**config.mk**
```make
export PLATFORM = sky130hd
export DESIGN_NAME = cfs_export
export DESIGN_NICKNAME = d
export VERILOG_FILES = /design/src/hw/cfs_pkg.sv /design/src/hw/cfs_min_if.sv /design/src/hw/cfs_export.sv /design/src/hw/cfs_min_reduce.sv
export SDC_FILE = /design/constraint.sdc
export NUM_CORES = 1
export LEC_CHECK = 0
export ABC_CLOCK_PERIOD_IN_PS = 6100
export BUFFER_PORTS_ARGS = -buffer_cell sky130_fd_sc_hd__buf_4
export CAP_MARGIN = 20
export CORE_AREA = 2 2 170 172
export DETAILED_ROUTE_END_ITERATION = 6
export DIE_AREA = 0 0 172 174
export GPL_TIMING_DRIVEN = 0
export PLACE_DENSITY = 0.92
export SLEW_MARGIN = 25
export SYNTH_ARGS = -nofsm -noshare
export SYNTH_HDL_FRONTEND = slang
export SYNTH_SLANG_ARGS = --single-unit
```
**constraint.sdc**
```tcl
create_clock -name mclk -period 6.1 [get_ports mclk]
set_input_delay 0.61 -clock mclk [delete_from_list [all_inputs] [get_ports mclk]]
set_output_delay 0.61 -clock mclk [all_outputs]
set_load 0.05 [all_outputs]
```
**src/hw/cfs_pkg.sv**
```systemverilog
// Package: register map, field layout and reset values of the config status export
package cfs_pkg;
  // Register indices within one function's register window
  localparam logic [2:0] REG_BUSDEV   = 3'h0;
  localparam logic [2:0] REG_COMMAND  = 3'h1;
  localparam logic [2:0] REG_DEVCTL   = 3'h2;
  localparam logic [2:0] REG_DEVCTL2  = 3'h3;
  localparam logic [2:0] REG_SRIOVCTL = 3'h4;
  localparam logic [2:0] REG_VIRTUAL_FUNCTION_COUNT_FIELD   = 3'h5;
  localparam logic [2:0] REG_TPHCTL   = 3'h6;
  localparam logic [2:0] REG_ATSCTL   = 3'h7;
  localparam int         REG_COUNT    = 8;
  localparam int         PF_MAX       = 4;
  localparam int         ADDR_W       = 10;
  // Window layout: byte address = pf * PF_STRIDE + reg * 4
  localparam int         PF_STRIDE    = 64;
  localparam logic [9:0] STATUS_ADDR  = 10'h100;
  // Bus and device number fields
  localparam int BUS_LSB      = 0;
  localparam int DEV_LSB      = 8;
  // Command register bits
  localparam int CMD_MEM_BIT  = 1;
  localparam int CMD_MAST_BIT = 2;
  // Device control fields
  localparam int MPS_LSB      = 5;
  localparam int XTAG_BIT     = 8;
  localparam int MRRS_LSB     = 12;
  // Device control 2 bits
  localparam int CTO_BIT      = 4;
  localparam int ATOM_BIT     = 6;
  // SR-IOV control bit
  localparam int VFMSE_BIT    = 3;
  // TPH requester control fields
  localparam int STMODE_LSB   = 0;
  localparam int TPHEN_BIT    = 8;
  // ATS control fields
  localparam int STU_LSB      = 0;
  localparam int ATSEN_BIT    = 15;
  // Writable bits of each register
  localparam logic [15:0] MASK_BUSDEV   = 16'h1fff;
  localparam logic [15:0] MASK_COMMAND  = 16'h0006;
  localparam logic [15:0] MASK_DEVCTL   = 16'h71e0;
  localparam logic [15:0] MASK_DEVCTL2  = 16'h0050;
  localparam logic [15:0] MASK_SRIOVCTL = 16'h0008;
  localparam logic [15:0] MASK_VIRTUAL_FUNCTION_COUNT_FIELD   = 16'hffff;
  localparam logic [15:0] MASK_TPHCTL   = 16'h0103;
  localparam logic [15:0] MASK_ATSCTL   = 16'h801f;
  // Values after reset; read request size comes up as 512 bytes
  localparam logic [15:0] RST_DEVCTL    = 16'h2000;
  localparam logic [15:0] RST_OTHER     = 16'h0000;
  // Bus answer latency: waitrequest drops one cycle after a request is seen
  localparam int          ACK_CYCLES    = 1;
endpackage

```
**src/hw/cfs_min_if.sv**
```systemverilog
// Interface: per-function size fields going to the minimum reducer and its results
`timescale 1ns/1ps
interface cfs_min_if #(
  parameter int NUM_PF = 4
);
  logic [3*NUM_PF-1:0] payload_fields;
  logic [3*NUM_PF-1:0] read_req_fields;
  logic [2:0]          payload_min;
  logic [2:0]          read_req_min;
  modport source  (output payload_fields, output read_req_fields, input payload_min, input read_req_min);
  modport reducer (input payload_fields, input read_req_fields, output payload_min, output read_req_min);
endinterface

```
**src/hw/cfs_export.sv**
```systemverilog
// Configuration status export: per-function config fields mirrored to application outputs
//
// What this block does
// - Each function exports an 8-bit bus number from its config writes.
// - Each function exports a 5-bit device number from its config writes.
// - Exported bus/device numbers are informational; headers are filled elsewhere.
// - One memory decode enable bit per function mirrors command memory enable.
// - One request issue enable bit per function mirrors command bus master enable.
// - One VF memory decode enable bit per function mirrors SR-IOV control.
// - Each function exports its 16-bit programmed virtual function count.
// - Payload output is function zero's, else minimum over all functions.
// - Read request output is function zero's, else minimum over all functions.
// - Wide tag bit n mirrors device control bit 8 of function n.
// - Response timer off bit n mirrors device control 2 bit 4.
// - Atomic requester bit n mirrors device control 2 atomic requester enable.
// - Steering tag mode: two bits per function, TPH control bits 1:0.
// - Processing hint enable bit n mirrors TPH control bit 8.
// - Smallest translation unit: five bits per function, ATS control bits 4:0.
// - Translation service enable bit n mirrors ATS control bit 15.
// - Everything runs on the single application clock.
//
// The register addresses and the Avalon-MM register port were chosen for this implementation.
`timescale 1ns/1ps
module cfs_export #(
  parameter int NUM_PF = 4
) (
  input  wire logic                               mclk,
  input  wire logic                               rst_n,
  // Register bus slave
  input  wire logic [cfs_pkg::ADDR_W-1:0]         address,
  input  wire logic                               read,
  input  wire logic                               write,
  input  wire logic [31:0]                        writedata,
  input  wire logic [3:0]                         byteenable,
  output logic [31:0]                             readdata,
  output logic                                    waitrequest,
  // Exported configuration status
  output logic [8*NUM_PF-1:0]                     function_bus_number,
  output logic [5*NUM_PF-1:0]                     function_device_number,
  output logic [NUM_PF-1:0]                       pf_memory_decode_enable,
  output logic [NUM_PF-1:0]                       pf_request_issue_enable,
  output logic [NUM_PF-1:0]                       vf_memory_decode_enable,
  output logic [16*NUM_PF-1:0]                    pf_virtual_function_count,
  output logic [2:0]                              max_payload_size,
  output logic [2:0]                              max_read_request_size,
  output logic [NUM_PF-1:0]                       pf_wide_tag_enable,
  output logic [NUM_PF-1:0]                       pf_response_timer_off,
  output logic [NUM_PF-1:0]                       pf_atomic_requester_enable,
  output logic [2*NUM_PF-1:0]                     pf_steering_tag_mode,
  output logic [NUM_PF-1:0]                       pf_processing_hint_enable,
  output logic [5*NUM_PF-1:0]                     pf_smallest_translation_unit,
  output logic [NUM_PF-1:0]                       pf_translation_service_enable
);

  // Writable bits of a register, shared by write masking and nothing else
  function automatic logic [15:0] cfs_mask(input logic [2:0] idx);
    case (idx)
      cfs_pkg::REG_BUSDEV:   cfs_mask = cfs_pkg::MASK_BUSDEV;
      cfs_pkg::REG_COMMAND:  cfs_mask = cfs_pkg::MASK_COMMAND;
      cfs_pkg::REG_DEVCTL:   cfs_mask = cfs_pkg::MASK_DEVCTL;
      cfs_pkg::REG_DEVCTL2:  cfs_mask = cfs_pkg::MASK_DEVCTL2;
      cfs_pkg::REG_SRIOVCTL: cfs_mask = cfs_pkg::MASK_SRIOVCTL;
      cfs_pkg::REG_VIRTUAL_FUNCTION_COUNT_FIELD:   cfs_mask = cfs_pkg::MASK_VIRTUAL_FUNCTION_COUNT_FIELD;
      cfs_pkg::REG_TPHCTL:   cfs_mask = cfs_pkg::MASK_TPHCTL;
      default:               cfs_mask = cfs_pkg::MASK_ATSCTL;
    endcase
  endfunction

  // Reset value of a register
  function automatic logic [15:0] cfs_reset(input int idx);
    if (idx == int'(cfs_pkg::REG_DEVCTL)) begin
      cfs_reset = cfs_pkg::RST_DEVCTL;
    end else begin
      cfs_reset = cfs_pkg::RST_OTHER;
    end
  endfunction

  // Address decode: hits a present function's window
  function automatic logic cfs_pf_hit(input logic [cfs_pkg::ADDR_W-1:0] addr);
    cfs_pf_hit = (addr[9:8] == 2'h0) && (addr[5] == 1'b0) && (addr[1:0] == 2'h0)
                 && (int'(addr[7:6]) < NUM_PF);
  endfunction

  typedef enum logic [0:0] {
    CFS_IDLE = 1'b0,
    CFS_ACK  = 1'b1
  } cfs_bus_state_type;

  cfs_bus_state_type    bus_state_reg;
  logic [15:0]          cfg_mem_reg [NUM_PF][cfs_pkg::REG_COUNT];
  logic [31:0]          readdata_reg;
  logic                 request;
  logic                 commit;
  logic [1:0]           sel_pf;
  logic [2:0]           sel_reg;
  logic [15:0]          lane_mask;

  cfs_min_if #(.NUM_PF(NUM_PF)) min_bus ();

  assign request   = read | write;
  assign sel_pf    = address[7:6];
  assign sel_reg   = address[4:2];
  assign lane_mask = {{8{byteenable[1]}}, {8{byteenable[0]}}};

  // Bus handshake: one wait cycle per access, then a single ack cycle
  always_ff @(posedge mclk) begin
    if (!rst_n) begin
      bus_state_reg <= CFS_IDLE;
    end else begin
      case (bus_state_reg)
        CFS_IDLE: if (request) bus_state_reg <= CFS_ACK;
        CFS_ACK:  bus_state_reg <= CFS_IDLE;
        default:  bus_state_reg <= CFS_IDLE;
      endcase
    end
  end

  // Waitrequest is high while idle, so a new request always sees a wait first
  assign waitrequest = (bus_state_reg != CFS_ACK);
  assign commit      = (bus_state_reg == CFS_ACK) && write;

  // Configuration field storage, written on the ack edge only
  // bus number captured
  generate
    for (genvar p = 0; p < NUM_PF; p++) begin : g_pf_store
      for (genvar r = 0; r < cfs_pkg::REG_COUNT; r++) begin : g_reg_store
        always_ff @(posedge mclk) begin
          if (!rst_n) begin
            cfg_mem_reg[p][r] <= cfs_reset(r);
          end else if (commit && cfs_pf_hit(address) && int'(sel_pf) == p && int'(sel_reg) == r) begin
            cfg_mem_reg[p][r] <= (cfg_mem_reg[p][r] & ~(cfs_mask(3'(r)) & lane_mask))
                                 | (writedata[15:0] & cfs_mask(3'(r)) & lane_mask);
          end
        end
      end
    end
  endgenerate

  // Read data captured on the wait cycle; unmapped addresses read zero
  always_ff @(posedge mclk) begin
    if (!rst_n) begin
      readdata_reg <= 32'h0000_0000;
    end else if (bus_state_reg == CFS_IDLE && read) begin
      if (cfs_pf_hit(address)) begin
        readdata_reg <= {16'h0000, cfg_mem_reg[sel_pf][sel_reg]};
      end else if (address == cfs_pkg::STATUS_ADDR) begin
        readdata_reg <= {25'h0000000, max_read_request_size, 1'b0, max_payload_size};
      end else begin
        readdata_reg <= 32'h0000_0000;
      end
    end
  end
  assign readdata = readdata_reg;

  // Per-function size fields feed the reducer
  generate
    for (genvar p = 0; p < NUM_PF; p++) begin : g_fields
      assign min_bus.payload_fields[3*p +: 3]  = cfg_mem_reg[p][cfs_pkg::REG_DEVCTL][cfs_pkg::MPS_LSB +: 3];
      assign min_bus.read_req_fields[3*p +: 3] = cfg_mem_reg[p][cfs_pkg::REG_DEVCTL][cfs_pkg::MRRS_LSB +: 3];
    end
  endgenerate

  cfs_min_reduce #(
    .NUM_PF (NUM_PF)
  ) u_min (
    .mins (min_bus.reducer)
  );

  // Export registers: one cycle behind storage, trading a cycle for clean outputs
  // single clock export
  generate
    for (genvar p = 0; p < NUM_PF; p++) begin : g_export
      always_ff @(posedge mclk) begin
        if (!rst_n) begin
          function_bus_number[8*p +: 8]          <= 8'h00;
          function_device_number[5*p +: 5]       <= 5'h00;
          pf_memory_decode_enable[p]             <= 1'b0;
          pf_request_issue_enable[p]             <= 1'b0;
          vf_memory_decode_enable[p]             <= 1'b0;
          pf_virtual_function_count[16*p +: 16]  <= 16'h0000;
          pf_wide_tag_enable[p]                  <= 1'b0;
          pf_response_timer_off[p]               <= 1'b0;
          pf_atomic_requester_enable[p]          <= 1'b0;
          pf_steering_tag_mode[2*p +: 2]         <= 2'h0;
          pf_processing_hint_enable[p]           <= 1'b0;
          pf_smallest_translation_unit[5*p +: 5] <= 5'h00;
          pf_translation_service_enable[p]       <= 1'b0;
        end else begin
          function_bus_number[8*p +: 8] <= cfg_mem_reg[p][cfs_pkg::REG_BUSDEV][cfs_pkg::BUS_LSB +: 8];
          function_device_number[5*p +: 5] <= cfg_mem_reg[p][cfs_pkg::REG_BUSDEV][cfs_pkg::DEV_LSB +: 5];
          pf_memory_decode_enable[p] <= cfg_mem_reg[p][cfs_pkg::REG_COMMAND][cfs_pkg::CMD_MEM_BIT];
          pf_request_issue_enable[p] <= cfg_mem_reg[p][cfs_pkg::REG_COMMAND][cfs_pkg::CMD_MAST_BIT];
          vf_memory_decode_enable[p] <= cfg_mem_reg[p][cfs_pkg::REG_SRIOVCTL][cfs_pkg::VFMSE_BIT];
          pf_virtual_function_count[16*p +: 16] <= cfg_mem_reg[p][cfs_pkg::REG_VIRTUAL_FUNCTION_COUNT_FIELD];
          pf_wide_tag_enable[p] <= cfg_mem_reg[p][cfs_pkg::REG_DEVCTL][cfs_pkg::XTAG_BIT];
          pf_response_timer_off[p] <= cfg_mem_reg[p][cfs_pkg::REG_DEVCTL2][cfs_pkg::CTO_BIT];
          pf_atomic_requester_enable[p] <= cfg_mem_reg[p][cfs_pkg::REG_DEVCTL2][cfs_pkg::ATOM_BIT];
          pf_steering_tag_mode[2*p +: 2] <= cfg_mem_reg[p][cfs_pkg::REG_TPHCTL][cfs_pkg::STMODE_LSB +: 2];
          pf_processing_hint_enable[p] <= cfg_mem_reg[p][cfs_pkg::REG_TPHCTL][cfs_pkg::TPHEN_BIT];
          pf_smallest_translation_unit[5*p +: 5] <= cfg_mem_reg[p][cfs_pkg::REG_ATSCTL][cfs_pkg::STU_LSB +: 5];
          pf_translation_service_enable[p] <= cfg_mem_reg[p][cfs_pkg::REG_ATSCTL][cfs_pkg::ATSEN_BIT];
        end
      end
    end
  endgenerate

  // Size outputs registered from the reducer
  always_ff @(posedge mclk) begin
    if (!rst_n) begin
      max_payload_size      <= cfs_pkg::RST_DEVCTL[cfs_pkg::MPS_LSB +: 3];
      max_read_request_size <= cfs_pkg::RST_DEVCTL[cfs_pkg::MRRS_LSB +: 3];
    end else begin
      max_payload_size      <= min_bus.payload_min;
      max_read_request_size <= min_bus.read_req_min;
    end
  end

endmodule

```
**src/hw/cfs_min_reduce.sv**
```systemverilog
// Minimum of the payload and read request size fields across all functions
`timescale 1ns/1ps
module cfs_min_reduce #(
  parameter int NUM_PF = 4
) (
  cfs_min_if.reducer mins
);
  generate
    if (NUM_PF == 1) begin : g_single
      assign mins.payload_min  = mins.payload_fields[2:0];
      assign mins.read_req_min = mins.read_req_fields[2:0];
    end else begin : g_multi
      logic [2:0] pay_min;
      logic [2:0] rd_min;
      always_comb begin
        pay_min = mins.payload_fields[2:0];
        rd_min  = mins.read_req_fields[2:0];
        for (int i = 1; i < NUM_PF; i++) begin
          if (mins.payload_fields[3*i +: 3] < pay_min) begin
            pay_min = mins.payload_fields[3*i +: 3];
          end
          if (mins.read_req_fields[3*i +: 3] < rd_min) begin
            rd_min = mins.read_req_fields[3*i +: 3];
          end
        end
      end
      assign mins.payload_min  = pay_min;
      assign mins.read_req_min = rd_min;
    end
  endgenerate
endmodule

```
* Yosys cells after proc, flatten, opt, wreduce, memory -nomap -nowiden *
Memories as Yosys holds them, arrays and structs flattened.
Cells that the tools add are included.
W data, S select, Z words.

operators by class
  reductions and logical operators = 45
  $lt $le $gt $ge = 7
  equal/unequal tests = 11
  bitwise operators = 116
  multiplexer cells = 142

operator list
  kind                   count
  $mux W16               35
  $and A16 B16 Y16       34
  $or A16 B16 Y16        32
  $mux W1                98
  $bmux W16 S3           1
  $logic_and A1 B1 Y1    41
  $or A1 B1 Y1           33
  $not A16 Y16           2
  $lt A3 B3 Y1           6
  $mux W3                6
  $and A13 B16 Y16       1
  $and A15 B16 Y16       1
  $and A3 B16 Y16        1
  $and A4 B16 Y16        1
  $and A7 B16 Y16        1
  $and A9 B16 Y16        1
  $not A13 Y16           1
  $not A15 Y16           1
  $not A3 Y16            1
  $not A4 Y16            1
  $not A7 Y16            1
  $not A9 Y16            1
  $eq A3 B3 Y1 const B   4
  $eq A10 B9 Y1 const B  1
  11 further kinds       16

storage, ports and cells
  bits of input ports = 50
  logic and storage cells = 378
  output and inout port bits = 215
  memories kept = 1
  bits in registers = 215
  memory bits (writable) = 512

memories
  memory       depth  width  rd ports  clocked after Yosys merged registers in  write ports  RTL line          source
  cfg_mem_reg  4      128    5         0                                        4            cfs_export.sv:90  logic [15:0] cfg_mem_reg [NUM_PF][cfs_pkg::REG_COUNT];

* Logic depth before layout (Yosys ltp) *
Gate-level depths: netlist of run 1.

  depth after elaboration = 10
  depth in mapped cells = 17
  gate-level depth less buffers = 17

* Modules after synthesis *
From an unflattened synthesis of run 1, not the netlist that was laid out.

unflattened totals
  cells, all modules = 1474
  area total of the unflattened synthesis = 17026.3 um^2

modules (own cells, without submodules)
  module          times used  area an instance (um^2)  cells each  sequential area each (um^2)
  cfs_export      1           16333.2                  1372        9989.6
  cfs_min_reduce  1           693.2                    102         0.0

* Worst setup path after synthesis of run 1 *
Ideal clock, no wire load.

  path kind = in2reg
  from = in address[9] (netlist name)
  to = mem cfg_mem_reg[2][32] (netlist name), enable pin
  data required time = 5.689 ns
  arrival time = 2.784 ns
  stages on the path = 5
  setup time = 0.411 ns
  slack = 2.905 ns
  path buffers = 0
  path through = nor4_4 > and2b_2 > and3_1 > nand3b_1 > o21ai_0

RTL lines
  element          RTL line          source
  start, declared  cfs_export.sv:30  input wire logic [cfs_pkg::ADDR_W-1:0] address,
  end, declared    cfs_export.sv:90

==> results of run 1 <==
routing by layer:
metal	up-vias	share of wire (%)	GRT usage, %
met5	-	0.058	0
met4	6	7.4	23.5
met3	338	15	12.4
met2	1361	45	60.1
met1	6578	32	48.6
li1	5578	-	-
power by group:
group | internal (mW) | switching [mW]
Clock | 1.43 | 1.05
Sequential | 2.90 | 0.0630
Combinational | 0.214 | 0.489
logic make-up after synthesis:
group,count (synthesis),synth area share [%]
fa+ha+maj,16,1.19
simple gates,504,17.8
flops,399,59.2
other cells,1,0.0222
buf+inv,129,3.45
mux,64,7.52
compound gates,317,10.8
area by class of cell:
cell class | count | area, um^2 | area share (%)
clock buffer | 61 | 1260 | 6.12
tap | 384 | 480 | 2.34
timing repair buffer | 233 | 1780 | 8.64
clock inverter | 9 | 57.6 | 0.280
buffer | 109 | 508 | 2.47
inverter | 20 | 75.1 | 0.365
sequential | 399 | 9990 | 48.6
multi-input combinational | 917 | 6400 | 31.2
synthesized netlist by cell type (16+ instances only):
cell type and instances:
a21oi_1 189, a21oi_2 20, a22oi_1 19, and2_1 177, buf_4 20, clkbuf_1 75, dfxtp_1 199, edfxtp_1 200
ha_1 16, inv_1 19, mux4_2 50, nand2_1 62, nand2b_1 197, nor2_1 24, o21ai_0 52
worst max-delay path, cell delays in order:
cell	delay [ps]
buf_4	120
buf_2	390
buf_1	740
nand3b_1	690
o21ai_0	1110
through the flow:
step | util [%] | total power, mW
after detailed placement | 68.1 | 3.69
after floorplan | - | 3.43
after global routing | 72.7 | 6.24
after global placement | 67.7 | 3.67
final | 72.7 | 6.14
after CTS | 72.7 | 6.10
how the worst min path moves through the flow:
stage	from	to	slack [ps]
after floorplan	cfg_mem_reg[2][112]	function_bus_number[16]	470
after global placement	cfg_mem_reg[3][36]	pf_virtual_function_count[52]	490
after detailed placement	cfg_mem_reg[3][116]	function_bus_number[28]	490
after CTS	read	bus_state_reg	370
after global routing	read	bus_state_reg	410
final	read	bus_state_reg	380
==> impl_metrics.tcl, run 1 <==
set metrics [dict create \
    worst_hold_slack_ps 376 \
    cp-end-kind "register" \
    p_leak_nw 7.97 \
    crit_path_end "cfg_mem_reg[2][1]" \
    hold_depth 3 \
    yosys.area.top_type "edfxtp_1" \
    nNetsFinal 1785 \
    reg2reg_to "max_payload_size[1]" \
    r2r_start "cfg_mem_reg[1][86]" \
    yosysTopAreaCellShare_pct 35.6 \
    grt_pass1_vias 13800 \
    via_per_inst 6.50 \
    cap_violations 0 \
    drive_gt1_share_pct 24.3 \
    clock_latency_ps 540 \
    placed_cell_area_um2 19200 \
    reg2reg_depth 15 \
    cts_root_buf "clkbuf_16" \
    cts_tree "done" \
    layout_common_cells "buf_4 (246), edfxtp_1 (200), dfxtp_1 (199)" \
    die-area_um2 29900 \
    yosys-top-cells-area "edfxtp_1 (36%), dfxtp_1 (24%), nand2b_1 (7.3%)" \
    yosysUniqueCellTypes 58 \
    coreArea_um2 28200 \
    synth-main-ff-cell "edfxtp_1" \
    grt_pass1_wl_um 85200 \
    antenna_found_initial 3 \
    drt-initial-drc-count 2334 \
    p_per_area_nw_per_um2 299 \
    num_rows 62 \
    start_util_pct 59.8 \
    reg2reg_slack_ps 2600 \
    rsz0062_at_grt "no" \
    final.setup_skew_ps 18.2 \
    crit_path_start_kind "input pin" \
    ant_nets 0 \
    hpwl_um 41200 \
    dieWidth_um 172 \
    largest_reg_flops 200 \
    synth_seq_area_share_pct 59.2 \
    cts_max_level 2 \
    path_class "in2reg" \
    vias 13900 \
    portBuffers 226 \
    violations "DRC" \
    area_growth_pct 21.7 \
    synth-edff-count 200 \
    netlist_instances 1430 \
    diodes 0 \
    track_usage_pct 39.2 \
    final_common_cell "buf_4" \
    synthArstFlopShare_pct 0 \
    ctsResizeCount 0 \
    die_h_um 174 \
    cts_setup_buffers 0 \
    cts_buffers 39 \
    final.setup.tns_ps 0 \
    arrival_ps 3670 \
    hold_class "in2reg" \
    fillers 1909 \
    place_ws_ps 2370 \
    critPathMaxFanout 10 \
    drcViolationCount 6 \
    clk_pin_slew_ps 60 \
    grt-ovfl-total 0 \
    ir_drop_uv 228 \
    fin_cells 2132 \
    yosysWarningCount 0 \
    clock.fmax_mhz 284 \
    critPathRequiredTime_ps 6260 \
    ys_ff_latch 399 \
    status "finished, violations left" \
    gp_congestion 1.07 \
    wire_per_inst_um 27.6 \
    syn_avg_cell_area_um2 11.8 \
    ctsHoldBuffers 0 \
    finalMaxSlewViolations 0 \
    period_share_pct 57.6 \
    final.min_clock_period_ps 3510 \
    setup_slack_ps 2590 \
    worstMarginPinSlew_ps 1290 \
    wirelength_um 58900 \
    cts_max_path_buffers 3 \
    syn_area_um2 16900 \
    grt_max_degree 17 \
    first_pass_iters 7 \
    finalInstanceArea_um2 20500 \
    clock-sinks 399 \
    io_pins 265 \
    placedCellCount 2062 \
    max-slew-margin-rel_pct 14.1 \
    hold_violations 0 \
    startpoint "address[7]" \
    setup_viol 0 \
]
(Power assumes the default switching activity.)
==> inputs of run 2 (changes only) <==
--- a/config.mk
+++ b/config.mk
@@ -5,14 +5,14 @@
 export SDC_FILE = /design/constraint.sdc
 export NUM_CORES = 1
 export LEC_CHECK = 0
-export ABC_CLOCK_PERIOD_IN_PS = 6100
+export ABC_CLOCK_PERIOD_IN_PS = 3250
 export BUFFER_PORTS_ARGS = -buffer_cell sky130_fd_sc_hd__buf_4
 export CAP_MARGIN = 20
-export CORE_AREA = 2 2 170 172
+export CORE_AREA = 2 2 176 178
 export DETAILED_ROUTE_END_ITERATION = 6
-export DIE_AREA = 0 0 172 174
+export DIE_AREA = 0 0 178 180
 export GPL_TIMING_DRIVEN = 0
-export PLACE_DENSITY = 0.92
+export PLACE_DENSITY = 0.87
 export SLEW_MARGIN = 25
 export SYNTH_ARGS = -nofsm -noshare
 export SYNTH_HDL_FRONTEND = slang
==> constraint.sdc (replaced) <==
create_clock -name mclk -period 3.25 [get_ports mclk]
set_input_delay 0.325 -clock mclk [delete_from_list [all_inputs] [get_ports mclk]]
set_output_delay 0.325 -clock mclk [all_outputs]
set_load 0.05 [all_outputs]
==> impl_metrics.tcl, run 2 (synthesized netlist as in run 1, its figures left out) <==
set metrics [dict create \
    reg2reg_slack_ps -60 \
    fillers 2152 \
    finalMaxSlewViolations 0 \
    die-area_um2 32000 \
    cts_max_level 2 \
    r2r_start "cfg_mem_reg[0][93]" \
    cp-end-kind "register" \
    drt-initial-drc-count 2204 \
    track_usage_pct 35.7 \
    drive_gt1_share_pct 26.3 \
    worstMarginPinSlew_ps 1060 \
    grt_max_degree 17 \
    nNetsFinal 1800 \
    final.setup.tns_ps -57.1 \
    drcViolationCount 0 \
    wire_per_inst_um 26.9 \
    via_per_inst 6.33 \
    cts_tree "done" \
    final.setup_skew_ps 20.7 \
    clock.fmax_mhz 302 \
    num_rows 64 \
    fin_cells 2165 \
    cts_root_buf "clkbuf_16" \
    vias 13700 \
    path_class "reg2reg" \
    grt_pass1_vias 13200 \
    status "finished, violations left" \
    cap_violations 0 \
    clk_pin_slew_ps 60 \
    hpwl_um 40600 \
    reg2reg_depth 16 \
    placed_cell_area_um2 19300 \
    grt-ovfl-total 0 \
    antenna_found_initial 2 \
    clock_latency_ps 550 \
    wirelength_um 58200 \
    final_common_cell "buf_4" \
    ant_nets 0 \
    p_leak_nw 8.08 \
    io_pins 265 \
    rsz0062_at_grt "yes" \
    period_share_pct 102 \
    area_growth_pct 23.5 \
    ir_drop_uv 507 \
    cpMaxStageDelayCell "edfxtp_1" \
    grt_pass1_wl_um 83400 \
    crit_path_end "max_read_request_size[1]" \
    reg2reg_to "max_read_request_size[1]" \
    hold_class "in2reg" \
    place_ws_ps -325 \
    power_mw 11.6 \
    layout_common_cells "buf_4 (260), edfxtp_1 (200), dfxtp_1 (199)" \
    crit_path_start_kind "register" \
    startpoint "cfg_mem_reg[0][93]" \
    critPathRequiredTime_ps 3660 \
    largest_reg_flops 200 \
    gp_congestion 1.01 \
    hold_violations 0 \
    arrival_ps 3720 \
    clock-sinks 399 \
    cts_max_path_buffers 3 \
    violations "setup timing" \
    placedCellCount 2074 \
    setup_viol 1 \
    first_pass_iters 6 \
    p_per_area_nw_per_um2 557 \
    coreArea_um2 30200 \
    setup_slack_ps -57.1 \
    start_util_pct 55.9 \
    cts_buffers 40 \
    wirelength_met1_um 20100 \
    dieWidth_um 178 \
    finalInstanceArea_um2 20900 \
    die_h_um 180 \
    portBuffers 226 \
    final.min_clock_period_ps 3310 \
    wl_met2_um 26400 \
    max-slew-margin-rel_pct 28.5 \
    path_cells "inv_2 > ha_4 > a21o_1 > a21oi_2 > mux2i_1 > ha_2 > o21ba_4 > nor2_4 > a21oi_2 > mux2_4 > ha_4 > o21ai_2 > nand2b_1 > o41ai_2 > a21oi_1 > o21ai_1" \
    top_layer "met4" \
    slowest_delay_ps 420 \
    critPathMaxFanout 2 \
    wl_met3_um 7900 \
]
-- run 2: cell types whose count changed in the layout (fill, tap and decap cells not counted), sizes merged --
cell	delta
clkbuf	-6
buf	+14
clkinvlp	-1
clkinv	+5
inv	+5
diode	+3
bufinv	+1
-- run 2: stage by stage --
stage               util, %  hold slack (ps)
finish                 69.1              113
CTS                    68.6              104
detailed placement     63.8              492
global route           69.0              123
global placement       63.4              493
floorplan                 -              468
-- run 2: routing by layer --
layer	up-vias	GRT usage, %
met4	0	19.5
met3	261	8.99
li1	5638	-
met2	1274	55.2
met1	6535	46.2
met5	-	0
-- run 2: layout make-up --
cell class	count	area, um^2	area share (%)
Antenna cell	3	7.51	0.0360
Buffer	109	509	2.44
Clock buffer	55	1180	5.67
Clock inverter	19	155	0.744
Inverter	20	75.1	0.360
Multi-Input combinational cell	917	6540	31.4
Sequential cell	399	9990	47.9
Tap cell	396	495	2.38
Timing Repair Buffer	247	1900	9.09
-- run 2: how the worst min path moves through the flow --
stage | from | end | depth (start not counted)
final | write | bus_state_reg | 3
after CTS | write | bus_state_reg | 3
after global placement | cfg_mem_reg[0][115] | function_bus_number[3] | 1
after global routing | write | bus_state_reg | 3
after floorplan | cfg_mem_reg[2][112] | function_bus_number[16] | 1
after detailed placement | cfg_mem_reg[0][1] | pf_smallest_translation_unit[1] | 1
-- run 2: power breakdown --
part | internal, mW | switching (mW) | leakage (nW) | total, mW
Combinational | 0.423 | 0.924 | 3.73 | 1.35
Clock | 2.67 | 2.04 | 0.667 | 4.71
Sequential | 5.44 | 0.113 | 3.69 | 5.56
Total | 8.54 | 3.07 | 8.08 | 11.6
-- run 2: repair_timing --
action / CTS / global route
pin swaps: 6 / 14
hold buffers: 0 / 0
setup buffers: 9 / 5
gates resized for setup: 8 / 22
setup endpoints to repair: 3 / 5
cloned: 0 / 0
endpoints found under the hold margin: 0 / 0
-- run 2: critical path, delay by kind of cell, from the launching register on --
family / cells / cell delay (ps)
AND/OR/NAND/NOR: 2 / 220
flip-flops: 1 / 420
multiplexers: 2 / 630
adder cells (fa/ha/maj): 3 / 820
buffers and inverters: 1 / 110
AO/OA/AOI/OAI: 8 / 950
==> inputs of run 3 (changes only) <==
--- a/config.mk
+++ b/config.mk
@@ -12,8 +12,9 @@
 export DETAILED_ROUTE_END_ITERATION = 6
 export DIE_AREA = 0 0 178 180
 export GPL_TIMING_DRIVEN = 0
-export PLACE_DENSITY = 0.87
+export PLACE_DENSITY = 0.88
 export SLEW_MARGIN = 25
 export SYNTH_ARGS = -nofsm -noshare
 export SYNTH_HDL_FRONTEND = slang
+export SYNTH_HIERARCHICAL = 1
 export SYNTH_SLANG_ARGS = --single-unit
==> impl_metrics.tcl, run 3 <==
set metrics [dict create \
    synth-simple-area-share_pct 18.7 \
    portBuffers 224 \
    largest_reg_flops 200 \
    worstMarginPinSlew_ps 1170 \
    synth_adder_area_share_pct 1.18 \
    p_per_area_nw_per_um2 554 \
    yosys.area.top_type "edfxtp_1" \
    cts_max_path_buffers 3 \
    start_util_pct 56.4 \
    fillers 2061 \
    wire_per_inst_um 26.6 \
    cts_tree "done" \
    first_pass_iters 6 \
    final_common_cell "buf_4" \
    cts_root_buf "clkbuf_16" \
    area_growth_pct 22.8 \
    drcViolationCount 0 \
    syn_area_um2 17000 \
    grt_pass1_vias 13500 \
    final.setup_skew_ps 10.8 \
    clock_latency_ps 540 \
    ctsHoldBuffers 0 \
    worstHoldStart "write" \
    die_h_um 180 \
    setup_slack_ps -20.8 \
    fin_cells 2201 \
    final_util_pct 69.2 \
    synthXorXnorAreaFrac_pct 0 \
    synth_seq_area_share_pct 58.7 \
    status "finished, violations left" \
    hold_class "in2reg" \
    final.min_clock_period_ps 3270 \
    num_rows 64 \
    vias 13900 \
    synthArstFlopShare_pct 0 \
    gp_congestion 1.02 \
    hpwl_um 41400 \
    cap_violations 0 \
    grt_pass1_wl_um 84500 \
    yosysTopAreaCellShare_pct 35.3 \
    layout_common_cells "buf_4 (254), a21oi_1 (203), nand2b_1 (201)" \
    io_pins 265 \
    via_per_inst 6.32 \
    hold_depth 3 \
    drive_gt1_share_pct 23.5 \
    synthTopCellsByCount "a21oi_1 (204), nand2b_1 (202), edfxtp_1 (200)" \
    min_to "bus_state_reg" \
    yosys-top-cells-area "edfxtp_1 (35%), dfxtp_1 (23%), nand2b_1 (7.4%)" \
    grt_max_degree 16 \
    placedCellCount 2117 \
    ys_ff_latch 399 \
    ir_drop_uv 314 \
    synth_compound_area_share_pct 11.1 \
    die-area_um2 32000 \
    ant_nets 0 \
    place_ws_ps -174 \
    nNetsFinal 1840 \
    yosysUniqueCellTypes 59 \
    wirelength_um 58500 \
    clk_pin_slew_ps 60 \
    netlist_instances 1474 \
    p_leak_nw 8.14 \
    power_mw 11.6 \
    muxShareOfSynthArea_pct 6.75 \
    clock-sinks 399 \
    synth.most_common_cell "a21oi_1" \
    reg2reg_depth 15 \
    final.setup.tns_ps -40.4 \
    clock.fmax_mhz 306 \
    drt-initial-drc-count 2486 \
    crit_path_start_kind "register" \
    setup_viol 2 \
    rsz0062_at_grt "yes" \
    coreArea_um2 30200 \
    synth-edff-count 200 \
    hold_violations 0 \
    r2r_start "cfg_mem_reg[1][86]" \
    critPathRequiredTime_ps 3720 \
    reg2reg_slack_ps -20 \
    antenna_found_initial 1 \
    path_class "reg2reg" \
    critPathMaxFanout 4 \
    yosysWarningCount 6 \
    cts_max_level 2 \
    finalMaxSlewViolations 0 \
    grt-ovfl-total 0 \
    cp-end-kind "register" \
    track_usage_pct 36.2 \
    syn_avg_cell_area_um2 11.6 \
    dieWidth_um 178 \
    cts_buffers 39 \
    violations "setup timing" \
    synth_top_family_by_area "simple AND/OR/NAND/NOR gates" \
    period_share_pct 101 \
    reg2reg_to "max_payload_size[1]" \
    max-slew-margin-rel_pct 22.0 \
    synth-main-ff-cell "edfxtp_1" \
    arrival_ps 3740 \
]
==> run 3: cell count changes in the layout (fill, tap and decap cells not counted), moves of 7 or more <==
cell	before	now
nand3_1	3	14
mux2i_1	11	18
a21oi_1	185	203
a22oi_1	19	12
mux4_2	50	43
a31oi_1	0	11
a21oi_2	24	1
==> run 3: final cells by class <==
cell class                 count  area (um^2)  area share [%]
tap                          396          495            2.37
buffer                       111          536            2.56
sequential                   399         9990            47.8
clock inverter                 8         43.8           0.210
multi-input combinational    960         6600            31.6
inverter                      19         71.3           0.341
timing repair buffer         244         1880            9.02
antenna                        1         2.50          0.0120
clock buffer                  63         1280            6.12
==> run 3: where the power goes <==
part | internal (mW) | leakage (nW) | switching, mW | total, mW
Clock | 2.71 | 0.662 | 1.93 | 4.64
Combinational | 0.433 | 3.79 | 0.938 | 1.37
Sequential | 5.45 | 3.69 | 0.122 | 5.57
==> run 3: kinds of logic (layout without fill, tap and decap cells) <==
family,Yosys count,in the layout
other cells,1,17
fa+ha+maj,16,16
flops,399,399
buf+inv,130,445
compound gates,331,331
mux,61,61
simple gates,536,536
==> run 3: worst max-delay path by stage <==
stage | cells past startpoint | startpoint | endpoint
floorplan | 5 | address[9] | cfg_mem_reg[2][32]
global placement | 5 | address[7] | cfg_mem_reg[2][47]
detailed placement | 5 | address[7] | cfg_mem_reg[3][0]
CTS | 16 | cfg_mem_reg[1][93] | max_read_request_size[1]
global route | 16 | cfg_mem_reg[1][94] | max_read_request_size[1]
finish | 15 | cfg_mem_reg[1][86] | max_payload_size[1]
==> run 3: metal layers <==
layer / global-route usage [%] / vias up / routed length (um)
li1: - / 5798 / -
met1: 45.0 / 6528 / 19200
met2: 54.8 / 1279 / 26300
met3: 11.0 / 303 / 8470
met4: 23.3 / 0 / 4500
met5: 0 / - / 0
==> run 3: timing repair <==
item	4_1_cts	5_1_grt
setup endpoints to repair	3	5
resized for setup	9	6
pin swaps	5	6
buffers inserted	4	8
==> run 3: stage by stage <==
step / area, um^2 / hold WS (ps)
floorplan: 17100 / 468
detailed placement: 19400 / 472
global route: 20900 / 95.3
finish: 20900 / 110
CTS: 20800 / 96.2
global placement: 19300 / 492
==> run 3: critical path, stage by stage, from the launching register on <==
cell and delay, ps:
edfxtp_1 480, ha_4 320, a211oi_2 60, or2_1 250, o21a_1 180, ha_1 280, nor2_2 140, o21bai_2 100
o31a_1 120, o211a_1 140, or2_1 240, ha_1 300, a21oi_1 80, a21o_1 170, o31ai_2 230, and2_1 150
